**src/dmairq_pkg.sv**
```systemverilog
// package: register map, field positions and reset values of the dma interrupt block
package dmairq_pkg;

   // ------------------------------------------------------------------
   // register offsets (byte addresses, low 8 bits decoded)
   // ------------------------------------------------------------------
   localparam logic [31:0] BUF_WORD0_ADDR   = 32'hb000_4080;
   localparam logic [31:0] CTRL_STATUS_ADDR = 32'hb000_40a0;
   localparam int          BUF_WORDS        = 8;
   localparam int          ADDR_W           = 8;

   // ------------------------------------------------------------------
   // field positions of dma_irq_ctrl_status
   // ------------------------------------------------------------------
   localparam int BIT_CH0_DONE_EN  = 0;
   localparam int BIT_CH0_ERR_EN   = 1;
   localparam int BIT_CH1_DONE_EN  = 2;
   localparam int BIT_CH1_ERR_EN   = 3;
   localparam int BIT_CH0_DONE_F   = 8;
   localparam int BIT_CH0_ERR_F    = 9;
   localparam int BIT_CH1_DONE_F   = 10;
   localparam int BIT_CH1_ERR_F    = 11;
   localparam int BIT_SEL_LO       = 16;
   localparam int BIT_SEL_HI       = 17;

   // ------------------------------------------------------------------
   // reset values and view codes
   // ------------------------------------------------------------------
   localparam logic [31:0] CTRL_STATUS_RESET = 32'h0000_0000;
   localparam logic [3:0]  ENABLE_RESET      = 4'h0;
   localparam logic [3:0]  FLAG_RESET        = 4'h0;
   localparam logic [1:0]  SEL_RESET         = 2'h0;
   localparam logic [1:0]  SEL_CH0           = 2'h0;
   localparam logic [1:0]  SEL_CH1           = 2'h1;

endpackage : dmairq_pkg

```
**src/dmairq_flag.sv**
```systemverilog
// module: one sticky write-one-to-clear event flag
`timescale 1ns/1ps
module dmairq_flag (
   // clock and reset
   input  wire logic i_ref_clk,
   input  wire logic i_rstn,
   // set and clear
   input  wire logic i_set,
   input  wire logic i_clear,
   // state
   output logic      o_flag
);

   logic next_flag;

   // set beats clear so an event in the clearing cycle survives
   always_comb begin
      next_flag = o_flag;
      if (i_clear) begin
         next_flag = 1'b0;
      end
      if (i_set) begin
         next_flag = 1'b1;
      end
   end

   always_ff @(posedge i_ref_clk) begin
      if (!i_rstn) begin
         o_flag <= 1'b0;
      end else begin
         o_flag <= next_flag;
      end
   end

endmodule : dmairq_flag

```
**src/dmairq_top.sv**
```systemverilog
// module: interrupt control/status and buffer view window of a two-channel dma
// ------------------------------------------------------------------
// How it works
// RULE1 - select 00 shows ch0, 01 ch1
// RULE2 - eight buffer words show selected channel
// RULE3 - ch1 transfer failure sets ch1 error flag
// RULE4 - ch0 transfer failure sets ch0 error flag
// RULE5 - writing one clears error flag
// RULE6 - ch1 done set by hardware, cleared by one
// RULE7 - ch0 done set by hardware, cleared by one
// RULE8 - ch1 done or error feeds interrupt
// RULE9 - ch0 done or error feeds interrupt
// RULE10 - bit 3 enables ch1 error interrupt
// RULE11 - bit 2 enables ch1 done interrupt
// RULE12 - bit 1 enables ch0 error interrupt
// RULE13 - bit 0 enables ch0 done interrupt
// RULE14 - register resets to zero
// RULE15 - interrupt high while enabled flag set
// RULE16 - reserved read zero; set beats clear
// ------------------------------------------------------------------
//
// Design decision made here: the strobed register port.
`timescale 1ns/1ps
module dmairq_top (
   // clock and reset
   input  wire logic        i_ref_clk,
   input  wire logic        i_rstn,
   // register port
   input  wire logic [7:0]  i_addr,
   input  wire logic [31:0] i_wdata,
   input  wire logic        i_wr,
   input  wire logic        i_rd,
   output logic      [31:0] o_rdata,
   // channel events, one-cycle pulses from the datapath
   input  wire logic        i_ch0_done,
   input  wire logic        i_ch1_done,
   input  wire logic        i_ch0_error_source,
   input  wire logic        i_ch1_error_source,
   // channel burst buffers, word k at bits [32k+31:32k]
   input  wire logic [255:0] i_ch0_buffer,
   input  wire logic [255:0] i_ch1_buffer,
   // interrupt
   output logic             o_irq
);

   // ------------------------------------------------------------------
   // decode
   // ------------------------------------------------------------------
   function automatic logic addr_hit(input logic [7:0] a, input logic [31:0] full);
      addr_hit = (a == full[7:0]);
   endfunction : addr_hit

   function automatic logic in_buffer(input logic [7:0] a);
      in_buffer = (a[7:5] == dmairq_pkg::BUF_WORD0_ADDR[7:5]) && (a[1:0] == 2'h0);
   endfunction : in_buffer

   logic       wr_ctrl;
   logic [3:0] flag_set;
   logic [3:0] flag_clr;
   logic [3:0] flags;

   assign wr_ctrl = i_wr && addr_hit(i_addr, dmairq_pkg::CTRL_STATUS_ADDR);

   // flag order: ch0 done, ch0 error, ch1 done, ch1 error (bits 8..11)
   assign flag_set = {i_ch1_error_source,                               // RULE3
                      i_ch1_done,                                       // RULE6
                      i_ch0_error_source,                               // RULE4
                      i_ch0_done};                                      // RULE7
   assign flag_clr = wr_ctrl ? i_wdata[dmairq_pkg::BIT_CH1_ERR_F:dmairq_pkg::BIT_CH0_DONE_F]
                             : 4'h0;                                    // RULE5

   // ------------------------------------------------------------------
   // sticky flags
   // ------------------------------------------------------------------
   genvar gi;
   generate
      for (gi = 0; gi < 4; gi++) begin : g_flag
         dmairq_flag u_flag (
            .i_ref_clk (i_ref_clk),
            .i_rstn    (i_rstn),
            .i_set     (flag_set[gi]),
            .i_clear   (flag_clr[gi]),                                  // RULE16
            .o_flag    (flags[gi])
         );
      end
   endgenerate

   // ------------------------------------------------------------------
   // control state: enables and buffer view select
   // ------------------------------------------------------------------
   logic [3:0]  enables;
   logic [1:0]  view_sel;
   logic [3:0]  next_enables;
   logic [1:0]  next_view_sel;

   always_comb begin
      next_enables  = enables;
      next_view_sel = view_sel;
      if (wr_ctrl) begin
         next_enables  = i_wdata[dmairq_pkg::BIT_CH1_ERR_EN:dmairq_pkg::BIT_CH0_DONE_EN]; // RULE10 RULE11 RULE12 RULE13
         next_view_sel = i_wdata[dmairq_pkg::BIT_SEL_HI:dmairq_pkg::BIT_SEL_LO];
      end
   end

   always_ff @(posedge i_ref_clk) begin
      if (!i_rstn) begin
         enables  <= dmairq_pkg::ENABLE_RESET;                          // RULE14
         view_sel <= dmairq_pkg::SEL_RESET;                             // RULE14
      end else begin
         enables  <= next_enables;
         view_sel <= next_view_sel;
      end
   end

   // ------------------------------------------------------------------
   // read path
   // ------------------------------------------------------------------
   logic [31:0] status_word;
   logic [31:0] buf_word;
   logic [2:0]  word_idx;
   logic [31:0] next_rdata;
   logic        next_irq;

   assign word_idx = i_addr[4:2];

   always_comb begin
      status_word = dmairq_pkg::CTRL_STATUS_RESET;                      // RULE16
      status_word[dmairq_pkg::BIT_CH1_ERR_F:dmairq_pkg::BIT_CH0_DONE_F] = flags;
      status_word[dmairq_pkg::BIT_CH1_ERR_EN:dmairq_pkg::BIT_CH0_DONE_EN] = enables;
      status_word[dmairq_pkg::BIT_SEL_HI:dmairq_pkg::BIT_SEL_LO] = view_sel;
   end

   // reserved select codes read zero rather than alias a channel
   always_comb begin
      unique case (view_sel)
         dmairq_pkg::SEL_CH0: buf_word = i_ch0_buffer[word_idx*32 +: 32]; // RULE1 RULE2
         dmairq_pkg::SEL_CH1: buf_word = i_ch1_buffer[word_idx*32 +: 32]; // RULE1 RULE2
         default:             buf_word = 32'h0000_0000;
      endcase
   end

   always_comb begin
      next_rdata = 32'h0000_0000;
      if (i_rd) begin
         if (addr_hit(i_addr, dmairq_pkg::CTRL_STATUS_ADDR)) begin
            next_rdata = status_word;
         end else if (in_buffer(i_addr)) begin
            next_rdata = buf_word;
         end
      end
   end

   // per-channel sources ored into one line
   always_comb begin
      next_irq = |(flags[1:0] & enables[1:0])                           // RULE9
               | |(flags[3:2] & enables[3:2]);                          // RULE8 RULE15
   end

   always_ff @(posedge i_ref_clk) begin
      if (!i_rstn) begin
         o_rdata <= 32'h0000_0000;
         o_irq   <= 1'b0;
      end else begin
         o_rdata <= next_rdata;
         o_irq   <= next_irq;
      end
   end

endmodule : dmairq_top

```
**config.mk**
```make
export PLATFORM = sky130hd
export DESIGN_NAME = dmairq_top
export DESIGN_NICKNAME = d
export VERILOG_FILES = /design/src/dmairq_pkg.sv /design/src/dmairq_flag.sv /design/src/dmairq_top.sv
export SDC_FILE = /design/constraint.sdc
export NUM_CORES = 1
export LEC_CHECK = 0
export ABC_AREA = 1
export BUFFER_PORTS_ARGS = -buffer_cell sky130_fd_sc_hd__buf_2
export CORE_AREA = 2 2 230 232
export DETAILED_ROUTE_END_ITERATION = 10
export DIE_AREA = 0 0 232 234
export PLACE_DENSITY = 0.37
export SLEW_MARGIN = 0
export SYNTH_ARGS = -nofsm -noshare
export SYNTH_HDL_FRONTEND = slang
export SYNTH_SLANG_ARGS = --single-unit
```
**constraint.sdc**
```tcl
create_clock -name i_ref_clk -period 1.89 [get_ports i_ref_clk]
set_clock_uncertainty 0.1 [all_clocks]
set_input_delay 0 -clock i_ref_clk [delete_from_list [all_inputs] [get_ports i_ref_clk]]
set_output_delay 0 -clock i_ref_clk [all_outputs]
set_load 0.01 [all_outputs]
```
==> results of run 1 <==
## worst paths after layout
| check | slack [ns] | depth (start not counted) | start | endpoint |
|---|---|---|---|---|
| hold reg to reg | 0.36 | 2 | enables[0]$_SDFFE_PN0P_ | o_rdata[0]$_SDFF_PN0_ |
| hold / removal | 0.03 | 3 | i_wr | view_sel[0]$_SDFFE_PN0P_ |
| setup reg to reg | 0.04 | 10 | view_sel[1]$_SDFFE_PN0P_ | o_rdata[11]$_SDFF_PN0_ |
| setup / recovery | 0.04 | 10 | view_sel[1]$_SDFFE_PN0P_ | o_rdata[11]$_SDFF_PN0_ |
## power groups by stage
stage	registers, W	logic (W)	clock network, W
6_report	0.000921	0.00168	0.00118
3_5_place_dp	0.000943	0.00162	0
3_3_place_gp	0.000942	0.00164	0
4_1_cts	0.000921	0.00169	0.00128
5_1_grt	0.000923	0.00186	0.00128
2_1_floorplan	0.000941	0.000658	0
## cell usage after synthesis (5+ instances only)
master    count  area share (%)
a21oi_1      41             2.9
clkbuf_1     21             1.1
buf_2        47             3.4
o21ai_1      22             1.6
nor2_1        7            0.38
inv_2         5            0.27
buf_4        16             1.7
nand3_1     317              23
dfxtp_1      43              12
inv_1       213              11
nand2_1     713              38
buf_1        18            0.97
o21ai_0      15             1.1
## layout make-up
class                           count  area (um^2)
Timing Repair Buffer              696         4360
Fill cell                        6199        40000
Inverter                          219          832
Multi-Input combinational cell   1128         4900
Antenna cell                        2         5.00
Clock inverter                      2         38.8
Clock buffer                        6          139
Sequential cell                    43          862
Tap cell                          688          861
## critical path, cell delays in order, from the launching register on
cell and delay [ns]:
dfxtp_2 0.34, buf_4 0.14, nor2_4 0.17, buf_12 0.17, buf_16 0.19, nand2_1 0.06
nand3_1 0.08, nand3_1 0.11, nand3_1 0.17, nand3_1 0.16, nand2_1 0.08
## flip-flops by register name (all words and copies together), names as in the netlist
signal and cells:
o_irq 1, g_flag.u_flag.o_flag 4, enables 4, view_sel 2, o_rdata 32
## metrics by stage
step | cells | total power, W
global placement | 2722 | 0.00258
floorplan | 1491 | 0.00160
detailed placement | 2722 | 0.00256
CTS | 2779 | 0.00388
finish | 2784 | 0.00378
global route | 2783 | 0.00406
## per-layer routing
layer | global-route usage [%] | wire length [um] | up-vias
met2 | 31.3 | 24800 | 488
li1 | - | - | 5784
met3 | 3.19 | 3480 | 41
met5 | 0 | 7 | -
met4 | 4.67 | 1010 | 2
met1 | 21.9 | 22100 | 5288
## kinds of logic (layout without fill, tap and decap cells)
group,count (synthesis),in the layout,synth area share [%]
compound gates,81,81,5.94
buf+inv,322,923,19.1
flops,43,43,12.3
other cells,0,2,0
simple gates,1045,1047,62.6
## cells in the final DEF, fill, tap and decap left out, types with 3 or more instances in the layout
cell type | Yosys | routed
a21oi_1 | 41 | 38
buf_2 | 47 | 569
o21ai_0 | 15 | 15
dfxtp_1 | 43 | 42
inv_1 | 213 | 211
nand2_2 | 1 | 7
buf_16 | 0 | 4
nor2_4 | 2 | 3
buf_12 | 0 | 22
nand3_2 | 0 | 9
nand3_1 | 317 | 308
buf_4 | 16 | 55
dlygate4sd3_1 | 0 | 34
nor2_1 | 7 | 6
o21ai_1 | 22 | 22
inv_2 | 5 | 4
nand2_1 | 713 | 706
clkbuf_16 | 0 | 8
buf_6 | 1 | 6
## what timing repair did
| action | CTS | global route |
|---|---|---|
| setup buffers | 12 | 1 |
| endpoints found under the setup margin | 9 | 26 |
| hold endpoints to repair | 17 | 0 |
| resized for setup | 8 | 32 |
| hold buffers | 34 | 0 |
| pin swaps | 2 | 6 |
| gates cloned | 3 | 3 |
==> summary.md, run 1 <==
| Metric | Value |
|---|---|
| Synth unique cells | 23 |
| Outcome | complete, no violations |
| Die span in y | 234 um |
| Reg power frac | 24.3% |
| Final WS setup | 0.0430 ns |
| Drt pass-1 iters | 5 |
| Final Cell Area | 0.0120 mm^2 |
| Initial antenna violation count | 6 |
| Vias in the first global route | 11700 |
| Total gr overflow | 0 |
| Num CTS Buffers | 5 |
| Syn avg cell area | 4.68 um^2 |
| PwrDens | 315 mW/mm^2 |
| Total global-route track usage | 17.7% |
| Pleak | 7.16 nW |
| 1st-iter DRT viols | 617 |
| Internal power | 0.00236 W |
| Clock Sinks | 43 |
| Total Wirelength | 51.4 mm |
| Critical path launch point type | flop |
| RSZ-0062 raised after global routing | true |
| Worst-path clk slew | 0.09 ns |
| Largest net degree at the start of global routing | 64 |
| Chip Width | 232 um |
| H-tree levels | 2 |
| Mapped Area | 0.00698 mm^2 |
| Die area | 0.0543 mm^2 |
| Pre-CTS setup slack | -0.151 ns |
| Fin. Hold Viols | 0 |
| Fin nets | 2653 |
| Worst-skew pair later-pin latency | 0.33 ns |
| # rows | 84 |
| Slew HR | 68.8% |
| Switching portion of total power | 37.6% |
| Total nets after synthesis | 2051 |
| Via/cell ratio | 4.17 |
| Area grow syn2layout | 72.0% |
| Setup Viol. Count Final | 0 |
| Setup crit end kind | flop |
| Gpl congestion | 0.918 |
| CP required | 2.07 ns |
| First-pass GRT wire length | 71.0 mm |
| Drt wl/cell | 18.5 um |
| Layout cells sized above 1 | 33.8% |
| Fin Hold WS | 0.0275 ns |
| Number of flops mapped to enable cells by yosys | 0 |
| IO buf count | 570 |
| Synth Register Bits | 43 |
| Crit path max fanout | 33 |
| Setup TNS | 0 ns |
| Root Buffer | clkbuf_16 |
| Post-layout min period | 1.85 ns |
| Final ANT Viol Nets | 0 |
| CTS tree | done |
| Final worst path period share | 97.7% |
| Asr flop ratio synth | 0% |
| Top FF cell, synth | dfxtp_1 |
| HP Class | in -> reg |
| Final Util | 23.1% |
| CP Class | reg -> reg |
| Worst-Margin Slew | 0.468 ns |
| Placeable Area | 0.0520 mm^2 |
| Starting Density | 13.4% |
| # IOs | 593 |
| Max frequency | 541 MHz |
| Maxcap violations | 0 |
| Final Max Slew Viols | 0 |
| Combinational power share | 44.4% |
| Worst vdd ir | 0.345 mV |
| Mapped Cells | 1491 |
| Vias post-DR | 11600 |
| NetSw | 0.00142 W |
| Final HPWL DP | 41.1 mm |
| Longest Clk Path Bufs | 2 |
| Dpl cell area | 0.0111 mm^2 |
| Synth warn | 0 |
| Clk pwr share | 31.3% |
| Part of the Yosys area used for sequential elements | 12.3% |
| CP arrival | 2.03 ns |
| DRC Markers | 0 |
Note: power is estimated with default switching activity, not from simulation.
==> run 2: changes to the inputs <==
--- a/config.mk
+++ b/config.mk
@@ -9,6 +9,8 @@
 export BUFFER_PORTS_ARGS = -buffer_cell sky130_fd_sc_hd__buf_2
 export CORE_AREA = 2 2 230 232
+export CTS_BUF_LIST = sky130_fd_sc_hd__clkbuf_4 sky130_fd_sc_hd__clkbuf_8
 export DETAILED_ROUTE_END_ITERATION = 10
 export DIE_AREA = 0 0 232 234
+export GPL_ROUTABILITY_DRIVEN = 1
 export PLACE_DENSITY = 0.37
 export SLEW_MARGIN = 0
==> constraint.sdc (replaced) <==
create_clock -name i_ref_clk -period 1.89 [get_ports i_ref_clk]
set_clock_uncertainty 0.1 [all_clocks]
set_input_delay 0.567 -clock i_ref_clk [delete_from_list [all_inputs] [get_ports i_ref_clk]]
set_output_delay 0.567 -clock i_ref_clk [all_outputs]
set_load 0.01 [all_outputs]
==> summary.md, run 2 (synthesis results as in run 1) <==
| Metric | Value |
|---|---|
| Worst-skew pair later-pin latency | 0.32 ns (about the same) |
| Vias post-DR | 11400 (-1.7%) |
| R2R setup slack | 0.1 ns (+0.06 ns) |
| Critical path's top delay family | buffers and inverters |
| CP arrival | 1.96 ns (-0.07 ns) |
| Reg-to-Reg End | o_rdata[4]$_SDFF_PP0_ |
| Longest Clk Path Bufs | 2 (unchanged) |
| Dpl cell area | 0.0112 mm^2 (+1.2%) |
| Area grow syn2layout | 66.2% |
| Fin. Hold Viols | 0 (unchanged) |
| Fin nets | 2632 (-0.79%) |
| Hold Path Sink | g_flag[1].u_flag.o_flag$_SDFFE_PN0P_ |
| Final worst path period share | 94.7% (-3.0 points) |
| GR Layer Usage met1 | 21.2% (-0.66 points) |
| # IOs | 593 (unchanged) |
| PwrDens | 290 mW/mm^2 (-7.8%) |
| Gpl congestion | 0.904 (-1.5%) |
| Fin cells | 2767 (-0.61%) |
| Outcome | complete, no violations |
| Via/cell ratio | 4.12 (-1.1%) |
| Initial antenna violation count | 8 (+2) |
| Slew HR | 74.9% (+6.1 points) |
| Clock Sinks | 43 (unchanged) |
| Chip Width | 232 um (unchanged) |
| Largest reg by FF count | o_rdata |
| Die area | 0.0543 mm^2 (unchanged) |
| Num CTS Buffers | 5 (unchanged) |
| HP Class | in -> reg |
| CP max stage delay | 0.33 ns (about the same) |
| Critical path launch point type | flop |
| DRC Markers | 0 (unchanged) |
| Postcts setup bufs | 0 (-12) |
| Layout cells sized above 1 | 34.3% (+0.50 points) |
| Root Buffer | clkbuf_8 |
| Total Wirelength | 49.4 mm (-3.8%) |
| 1st-iter DRT viols | 584 (-5.3%) |
| Starting Density | 13.4% (unchanged) |
| Setup crit end kind | flop |
| CTS tree | done |
| Drt wl/cell | 17.9 um (-3.2%) |
| Highest-delay cell along the critical path | dfxtp_2 |
| Highest-count cells in the layout ignoring fill and taps | nand2_1 (712), buf_2 (569), nand3_1 (311) |
| CP Class | reg -> reg |
| Final Util | 22.3% (-0.79 points) |
| Final ANT Viol Nets | 0 (unchanged) |
| Total power | 0.00337 W (-11%) |
| Fillers | 6246 (+0.76%) |
| GRT met2 Usage | 29.8% (-1.5 points) |
| Buf/Inv on CP | 6 (+3) |
| Die span in y | 234 um (unchanged) |
| RSZ-0062 raised after global routing | true |
| Total gr overflow | 0 (unchanged) |
| Post-layout min period | 1.79 ns (-0.0565 ns) |
| Hold_buf cts | 0 (-100%) |
| Max reg flops | 32 (unchanged) |
| Drt pass-1 iters | 5 (unchanged) |
| Final Max Slew Viols | 0 (unchanged) |
| Worst-Margin Slew | 0.377 ns (-0.0913 ns) |
| First-pass GRT wire length | 68.8 mm (-3.1%) |
| Worst-path clk slew | 0.09 ns (about the same) |
| Final Cell Area | 0.0116 mm^2 (-3.4%) |
| Hold_sp | i_ch0_error_source |
| Final HPWL DP | 40.1 mm (-2.6%) |
| Worst hold stages | 3 (unchanged) |
| IO buf count | 570 (unchanged) |
| Maxcap violations | 0 (unchanged) |
| Placeable Area | 0.0520 mm^2 (unchanged) |
| Crit path max fanout | 17 (-48%) |
| Worst r2r path cells | 12 (+2) |
| Vias in the first global route | 11400 (-3.1%) |
| Total global-route track usage | 16.9% (-0.79 points) |
| Max frequency | 558 MHz (+3.2%) |
| Setup Viol. Count Final | 0 (unchanged) |
| # rows | 84 (unchanged) |
| H-tree levels | 2 (unchanged) |
| Commonest non-fill, non-tap cell in the layout | nand2_1 |
| Grt met3 use | 2.71% (-0.47 points) |
| Critical path, cell by cell | buf_4 -> nor2_4 -> buf_12 -> buf_12 -> buf_12 -> buf_12 -> nand2_1 -> nand3_1 -> nand3_1 -> nand2_1 -> inv_1 -> a21oi_2 |
| Pleak | 7.02 nW (-1.9%) |
| Worst vdd ir | 0.352 mV (+2.1%) |
| Top Registers | o_rdata: 32 flops, enables: 4 flops, g_flag.u_flag.o_flag: 4 flops |
| Worst r2r src | view_sel[1]$_SDFFE_PN0P_ |
| GRT busiest layer | met2 |
| CP most frequent cell | buf_12 |
| CP required | 2.06 ns (about the same) |
| Post-Place Cells | 2747 (+0.92%) |
| Largest net degree at the start of global routing | 73 (+14%) |
==> run 2: cell count changes in the layout (fill, tap and decap cells not counted), sizes merged <==
| cell | previous run | this run |
|---|---|---|
| buf | 658 | 673 |
| dlygate4sd3 | 34 | 0 |
| bufbuf | 1 | 0 |
| clkinv | 2 | 1 |
| clkinvlp | 0 | 1 |
| nand2 | 716 | 714 |
| diode | 2 | 7 |
==> run 2: report_power, final <==
group | switching [W] | total, W | leakage (nW) | internal (W)
sequential | 0.00000657 | 0.000920 | 0.349 | 0.000913
combinational | 0.000871 | 0.00165 | 6.63 | 0.000776
clock | 0.000411 | 0.000799 | 0.0503 | 0.000388
total | 0.00129 | 0.00337 | 7.02 | 0.00208
==> run 2: worst max-delay path by stage <==
stage / start / to / slack (ns) / cells after the start
2_1_floorplan: i_addr[4] / g_flag[0].u_flag.o_flag$_SDFFE_PN0P_ / 0.08 / 9
3_3_place_gp: i_addr[0] / o_rdata[0]$_SDFF_PN0_ / -0.18 / 7
3_5_place_dp: i_addr[0] / o_rdata[0]$_SDFF_PN0_ / -0.20 / 7
4_1_cts: view_sel[0]$_SDFFE_PN0P_ / o_rdata[31]$_SDFF_PP0_ / 0.01 / 10
5_1_grt: view_sel[1]$_SDFFE_PN0P_ / o_rdata[15]$_SDFF_PP0_ / -0.02 / 11
6_report: view_sel[1]$_SDFFE_PN0P_ / o_rdata[4]$_SDFF_PP0_ / 0.1 / 12
==> run 2: what timing repair did <==
action / 4_1_cts / 5_1_grt
cloned: 2 / 4
pin swaps: 0 / 4
endpoints found under the setup margin: 17 / 25
resized for setup: 6 / 23
==> run 2: stage by stage <==
stage,hold slack (ns),TNS (ns),setup slack (ns)
3_5_place_dp,0.371,-3.53,-0.202
5_1_grt,0.326,-0.0385,-0.0155
4_1_cts,0.313,0,0.0127
3_3_place_gp,0.373,-2.52,-0.176
2_1_floorplan,0.343,0,0.0816
6_report,0.346,0,0.0995
==> run 2: per-layer routing <==
metal	routed length, um	up-vias	part of all wire [%]
met3	3010	37	6.1
met5	21	-	0.042
li1	-	5746	-
met1	21500	5176	44
met4	943	4	1.9
met2	23900	441	48
==> run 2: area by class of cell <==
type,count,area [um^2],share of cell area [%]
sequential,43,866,7.47
clock inverter,2,37.5,0.324
tap,688,861,7.43
multi-input combinational,1126,4860,41.9
inverter,219,825,7.11
antenna,7,17.5,0.151
timing repair buffer,677,4060,35.0
clock buffer,5,68.8,0.594
==> run 2: worst register-to-register path: cells and delay by family, from the launching register on <==
family / cells / cell delay [ns]
AO/OA/AOI/OAI: 1 / 0.10
buffers and inverters: 6 / 0.81
flip-flops: 1 / 0.33
AND/OR/NAND/NOR: 5 / 0.40
==> run 3: changes to the inputs <==
ABC_AREA = default   (was 1)
CORE_AREA = 2 2 228 230   (was 2 2 230 232)
DIE_AREA = 0 0 230 232   (was 0 0 232 234)
PLACE_DENSITY = 0.33   (was 0.37)
==> summary.md, run 3 <==
| Metric | Value |
|---|---|
| # rows | 83 (-1.2%) |
| 1st-iter DRT viols | 128 (-78%) |
| Simple-gate portion of the synthesized area | 5.31% (-57 points) |
| Starting Density | 10.0% (-3.4 points) |
| CP arrival | 2.27 ns (+0.31 ns) |
| Worst r2r path cells | 5 (-7) |
| WL met1 | 15.1 mm (-30%) |
| Worst r2r src | view_sel[1]$_SDFFE_PN0P_ |
| Post-layout min period | 2.13 ns (+0.335 ns) |
| Fin nets | 1589 (-40%) |
| Longest Clk Path Bufs | 2 (unchanged) |
| Highest-count cells in the layout ignoring fill and taps | buf_2 (568), mux4_2 (121), buf_4 (63) |
| Largest family of logic cells by synthesized area | multiplexers |
| Post-Synth Adder-Cell Area | 0% (unchanged) |
| Initial antenna violation count | 3 (-5) |
| Hold_sp | i_ch1_error_source |
| Fin Hold WS | 0.332 ns (-0.0140 ns) |
| Critical path launch point type | flop |
| Chip Width | 230 um (-0.86%) |
| HP Class | in -> reg |
| # IOs | 593 (unchanged) |
| Top layer reached by signal wires | met5 |
| Mapped Cells | 394 (-74%) |
| Pleak | 4.64 nW (-34%) |
| Total gr overflow | 0 (unchanged) |
| Mapped Area | 0.00511 mm^2 (-27%) |
| Synth warn | 0 (unchanged) |
| Area grow syn2layout | 101% |
| PwrDens | 296 mW/mm^2 (+1.7%) |
| Slew HR | 58.7% (-16 points) |
| Met2 Routed Length | 17.9 mm (-25%) |
| RSZ-0062 raised after global routing | true |
| Drt wl/cell | 20.7 um (+16%) |
| Fin cells | 1711 (-38%) |
| Reg-to-Reg End | o_rdata[4]$_SDFF_PP0_ |
| Crit path launch | view_sel[1]$_SDFFE_PN0P_ |
| Final WS setup | -0.235 ns (-0.335 ns) |
| Max frequency | 471 MHz (-16%) |
| Die span in y | 232 um (-0.85%) |
| Final worst path period share | 112% (+18 points) |
| Hold Path Sink | g_flag[3].u_flag.o_flag$_SDFFE_PN0P_ |
| Setup Viol. Count Final | 31 (+31) |
| Final ANT Viol Nets | 0 (unchanged) |
| Max reg flops | 32 (unchanged) |
| Placeable Area | 0.0509 mm^2 (-2.2%) |
| Hold_buf cts | 0 (unchanged) |
| Post-synth top area share | 53.3% (+15 points) |
| Outcome | complete, but fails checks |
| Total Wirelength | 35.5 mm (-28%) |
| Worst vdd ir | 0.226 mV (-36%) |
| Post-synthesis mux area share | 59.8% (+60 points) |
| Clock Sinks | 43 (unchanged) |
| Total nets after synthesis | 954 (-53%) |
| Synth Register Bits | 43 (unchanged) |
| Total area of sequential cells | 868 um^2 (+0.29%) |
| Synth Area in XOR/XNOR | 0% (unchanged) |
| Num CTS Buffers | 5 (unchanged) |
| IO buf count | 570 (unchanged) |
| Fin. Hold Viols | 0 (unchanged) |
| R2R setup slack | -0.24 ns (-0.33 ns) |
| DRC Markers | 0 (unchanged) |
| Largest net degree at the start of global routing | 25 (-66%) |
| CP required | 2.04 ns (-0.02 ns) |
| Gpl congestion | 0.810 (-10%) |
| Asr flop ratio synth | 0% (unchanged) |
| Synth unique cells | 31 (+35%) |
| Most frequent cells after synthesis | mux4_2 (121), dfxtp_1 (43), mux2i_1 (33), a22oi_1 (30), clkbuf_1 (25) |
| Commonest non-fill, non-tap cell in the layout | buf_2 |
| Failing checks | setup timing |
| Post-Place Cells | 1675 (-39%) |
| Worst-Margin Slew | 0.619 ns (+0.242 ns) |
| Final HPWL DP | 29.8 mm (-26%) |
| Part of the Yosys area used for sequential elements | 16.9% (+4.5 points) |
| Area occupied by multi-input gates | 0.00432 mm^2 (-11%) |
| Via/cell ratio | 3.82 (-7.4%) |
| Synth top area cells | mux4_2 (53%), dfxtp_1 (17%), mux2i_1 (6.5%) |
| Root Buffer | clkbuf_8 |
| Met3 wire len | 2.04 mm (-32%) |
| Vias in the first global route | 7341 (-35%) |
| Compound-Gate Fraction of Synth Area | 13.2% (+7.3 points) |
| Syn avg cell area | 13.0 um^2 (+180%) |
| Setup crit end kind | flop |
| Crit path max fanout | 5 (-12) |
| H-tree levels | 2 (unchanged) |
| Largest reg by FF count | o_rdata |
| CP Class | reg -> reg |
| Die area | 0.0534 mm^2 (-1.7%) |
| Total global-route track usage | 12.6% (-4.3 points) |
| Number of flops mapped to enable cells by yosys | 0 (unchanged) |
| Fillers | 5664 (-9.3%) |
| Largest area contributor in the netlist | mux4_2 |
| Worst-path clk slew | 0.11 ns (+0.02 ns) |
| Final Max Slew Viols | 0 (unchanged) |
| Top Registers | o_rdata: 32 flops, enables: 4 flops, g_flag.u_flag.o_flag: 4 flops |
| Worst-skew pair later-pin latency | 0.34 ns (+0.02 ns) |
| CTS tree | done |
| Top FF cell, synth | dfxtp_1 |
| Count leader, synth | mux4_2 |
| Layout cells sized above 1 | 84.3% (+50 points) |
| Worst hold stages | 2 (-1) |
| Drt pass-1 iters | 4 (-1) |
| First-pass GRT wire length | 48.7 mm (-29%) |
| Maxcap violations | 0 (unchanged) |
| Vias post-DR | 6531 (-43%) |
==> run 3: cell count changes after synthesis, sizes merged, moves of 6 or more <==
cell,delta
buf,-58
a22oi,+30
o221ai,+19
nor2b,+11
nand2,-700
nand3,-317
mux4,+121
and2,+6
a21oi,-18
inv,-217
mux2i,+33
o21ai,-28
==> run 3: stage by stage <==
stage               power, W  utilization, %  setup WS, ns  setup TNS (ns)  cell area (um^2)
detailed placement   0.00226            18.3        -0.606          -19.37              9330
floorplan            0.00144               -        -0.430           -9.91              5150
global route         0.00324            20.2        -0.303           -7.01             10300
global placement     0.00226            18.3        -0.577          -18.73              9330
CTS                  0.00307            19.6        -0.263           -6.10              9970
finish               0.00303            20.2        -0.235           -4.49             10300
==> run 3: worst max-delay path: stages (launching register included) <==
cell and delay (ns):
dfxtp_4 0.40, nand2b_4 0.23, buf_6 0.16, mux4_2 0.48
mux4_2 0.49, and2_4 0.15
==> run 3: final cells by class <==
type,count,area share (%)
Timing Repair Buffer,677,40.1
Inverter,1,0.0366
Clock buffer,5,0.671
Clock inverter,3,0.256
Tap cell,680,8.29
Antenna cell,1,0.0244
Multi-Input combinational cell,301,42.1
Sequential cell,43,8.47
==> run 3: cell families after synthesis <==
family	after synthesis
muxes	154
AOI/OAI and AO/OA	97
buffers and inverters	51
DFF	43
and+or+nand+nor	49
==> run 3: routing by layer <==
| metal | vias up | track usage, % |
|---|---|---|
| met1 | 3220 | 15.9 |
| met5 | - | 0 |
| met2 | 282 | 22.1 |
| met3 | 25 | 2.80 |
| li1 | 2998 | - |
| met4 | 6 | 1.98 |
==> run 3: worst max path at each step <==
stage	endpoint	slack (ns)	cells after the start
4_1_cts	o_rdata[16]$_SDFF_PN0_	-0.26	8
3_3_place_gp	o_rdata[16]$_SDFF_PN0_	-0.58	6
3_5_place_dp	o_rdata[17]$_SDFF_PN0_	-0.61	6
6_report	o_rdata[4]$_SDFF_PP0_	-0.24	5
2_1_floorplan	o_rdata[16]$_SDFF_PN0_	-0.43	6
5_1_grt	o_rdata[27]$_SDFF_PP0_	-0.30	7
==> run 3: repair_timing <==
| action | CTS | global route |
|---|---|---|
| setup endpoints to repair | 42 | 42 |
| resized for setup | 55 | 49 |
| buffers inserted | 15 | 9 |
| gates cloned | 5 | 2 |
| pin swaps | 18 | 27 |
==> run 3: power breakdown <==
| part | internal [W] | switching, W |
|---|---|---|
| sequential | 0.000912 | 0.00000763 |
| combinational | 0.000832 | 0.000545 |
| clock | 0.000274 | 0.000461 |
| total | 0.00202 | 0.00101 |
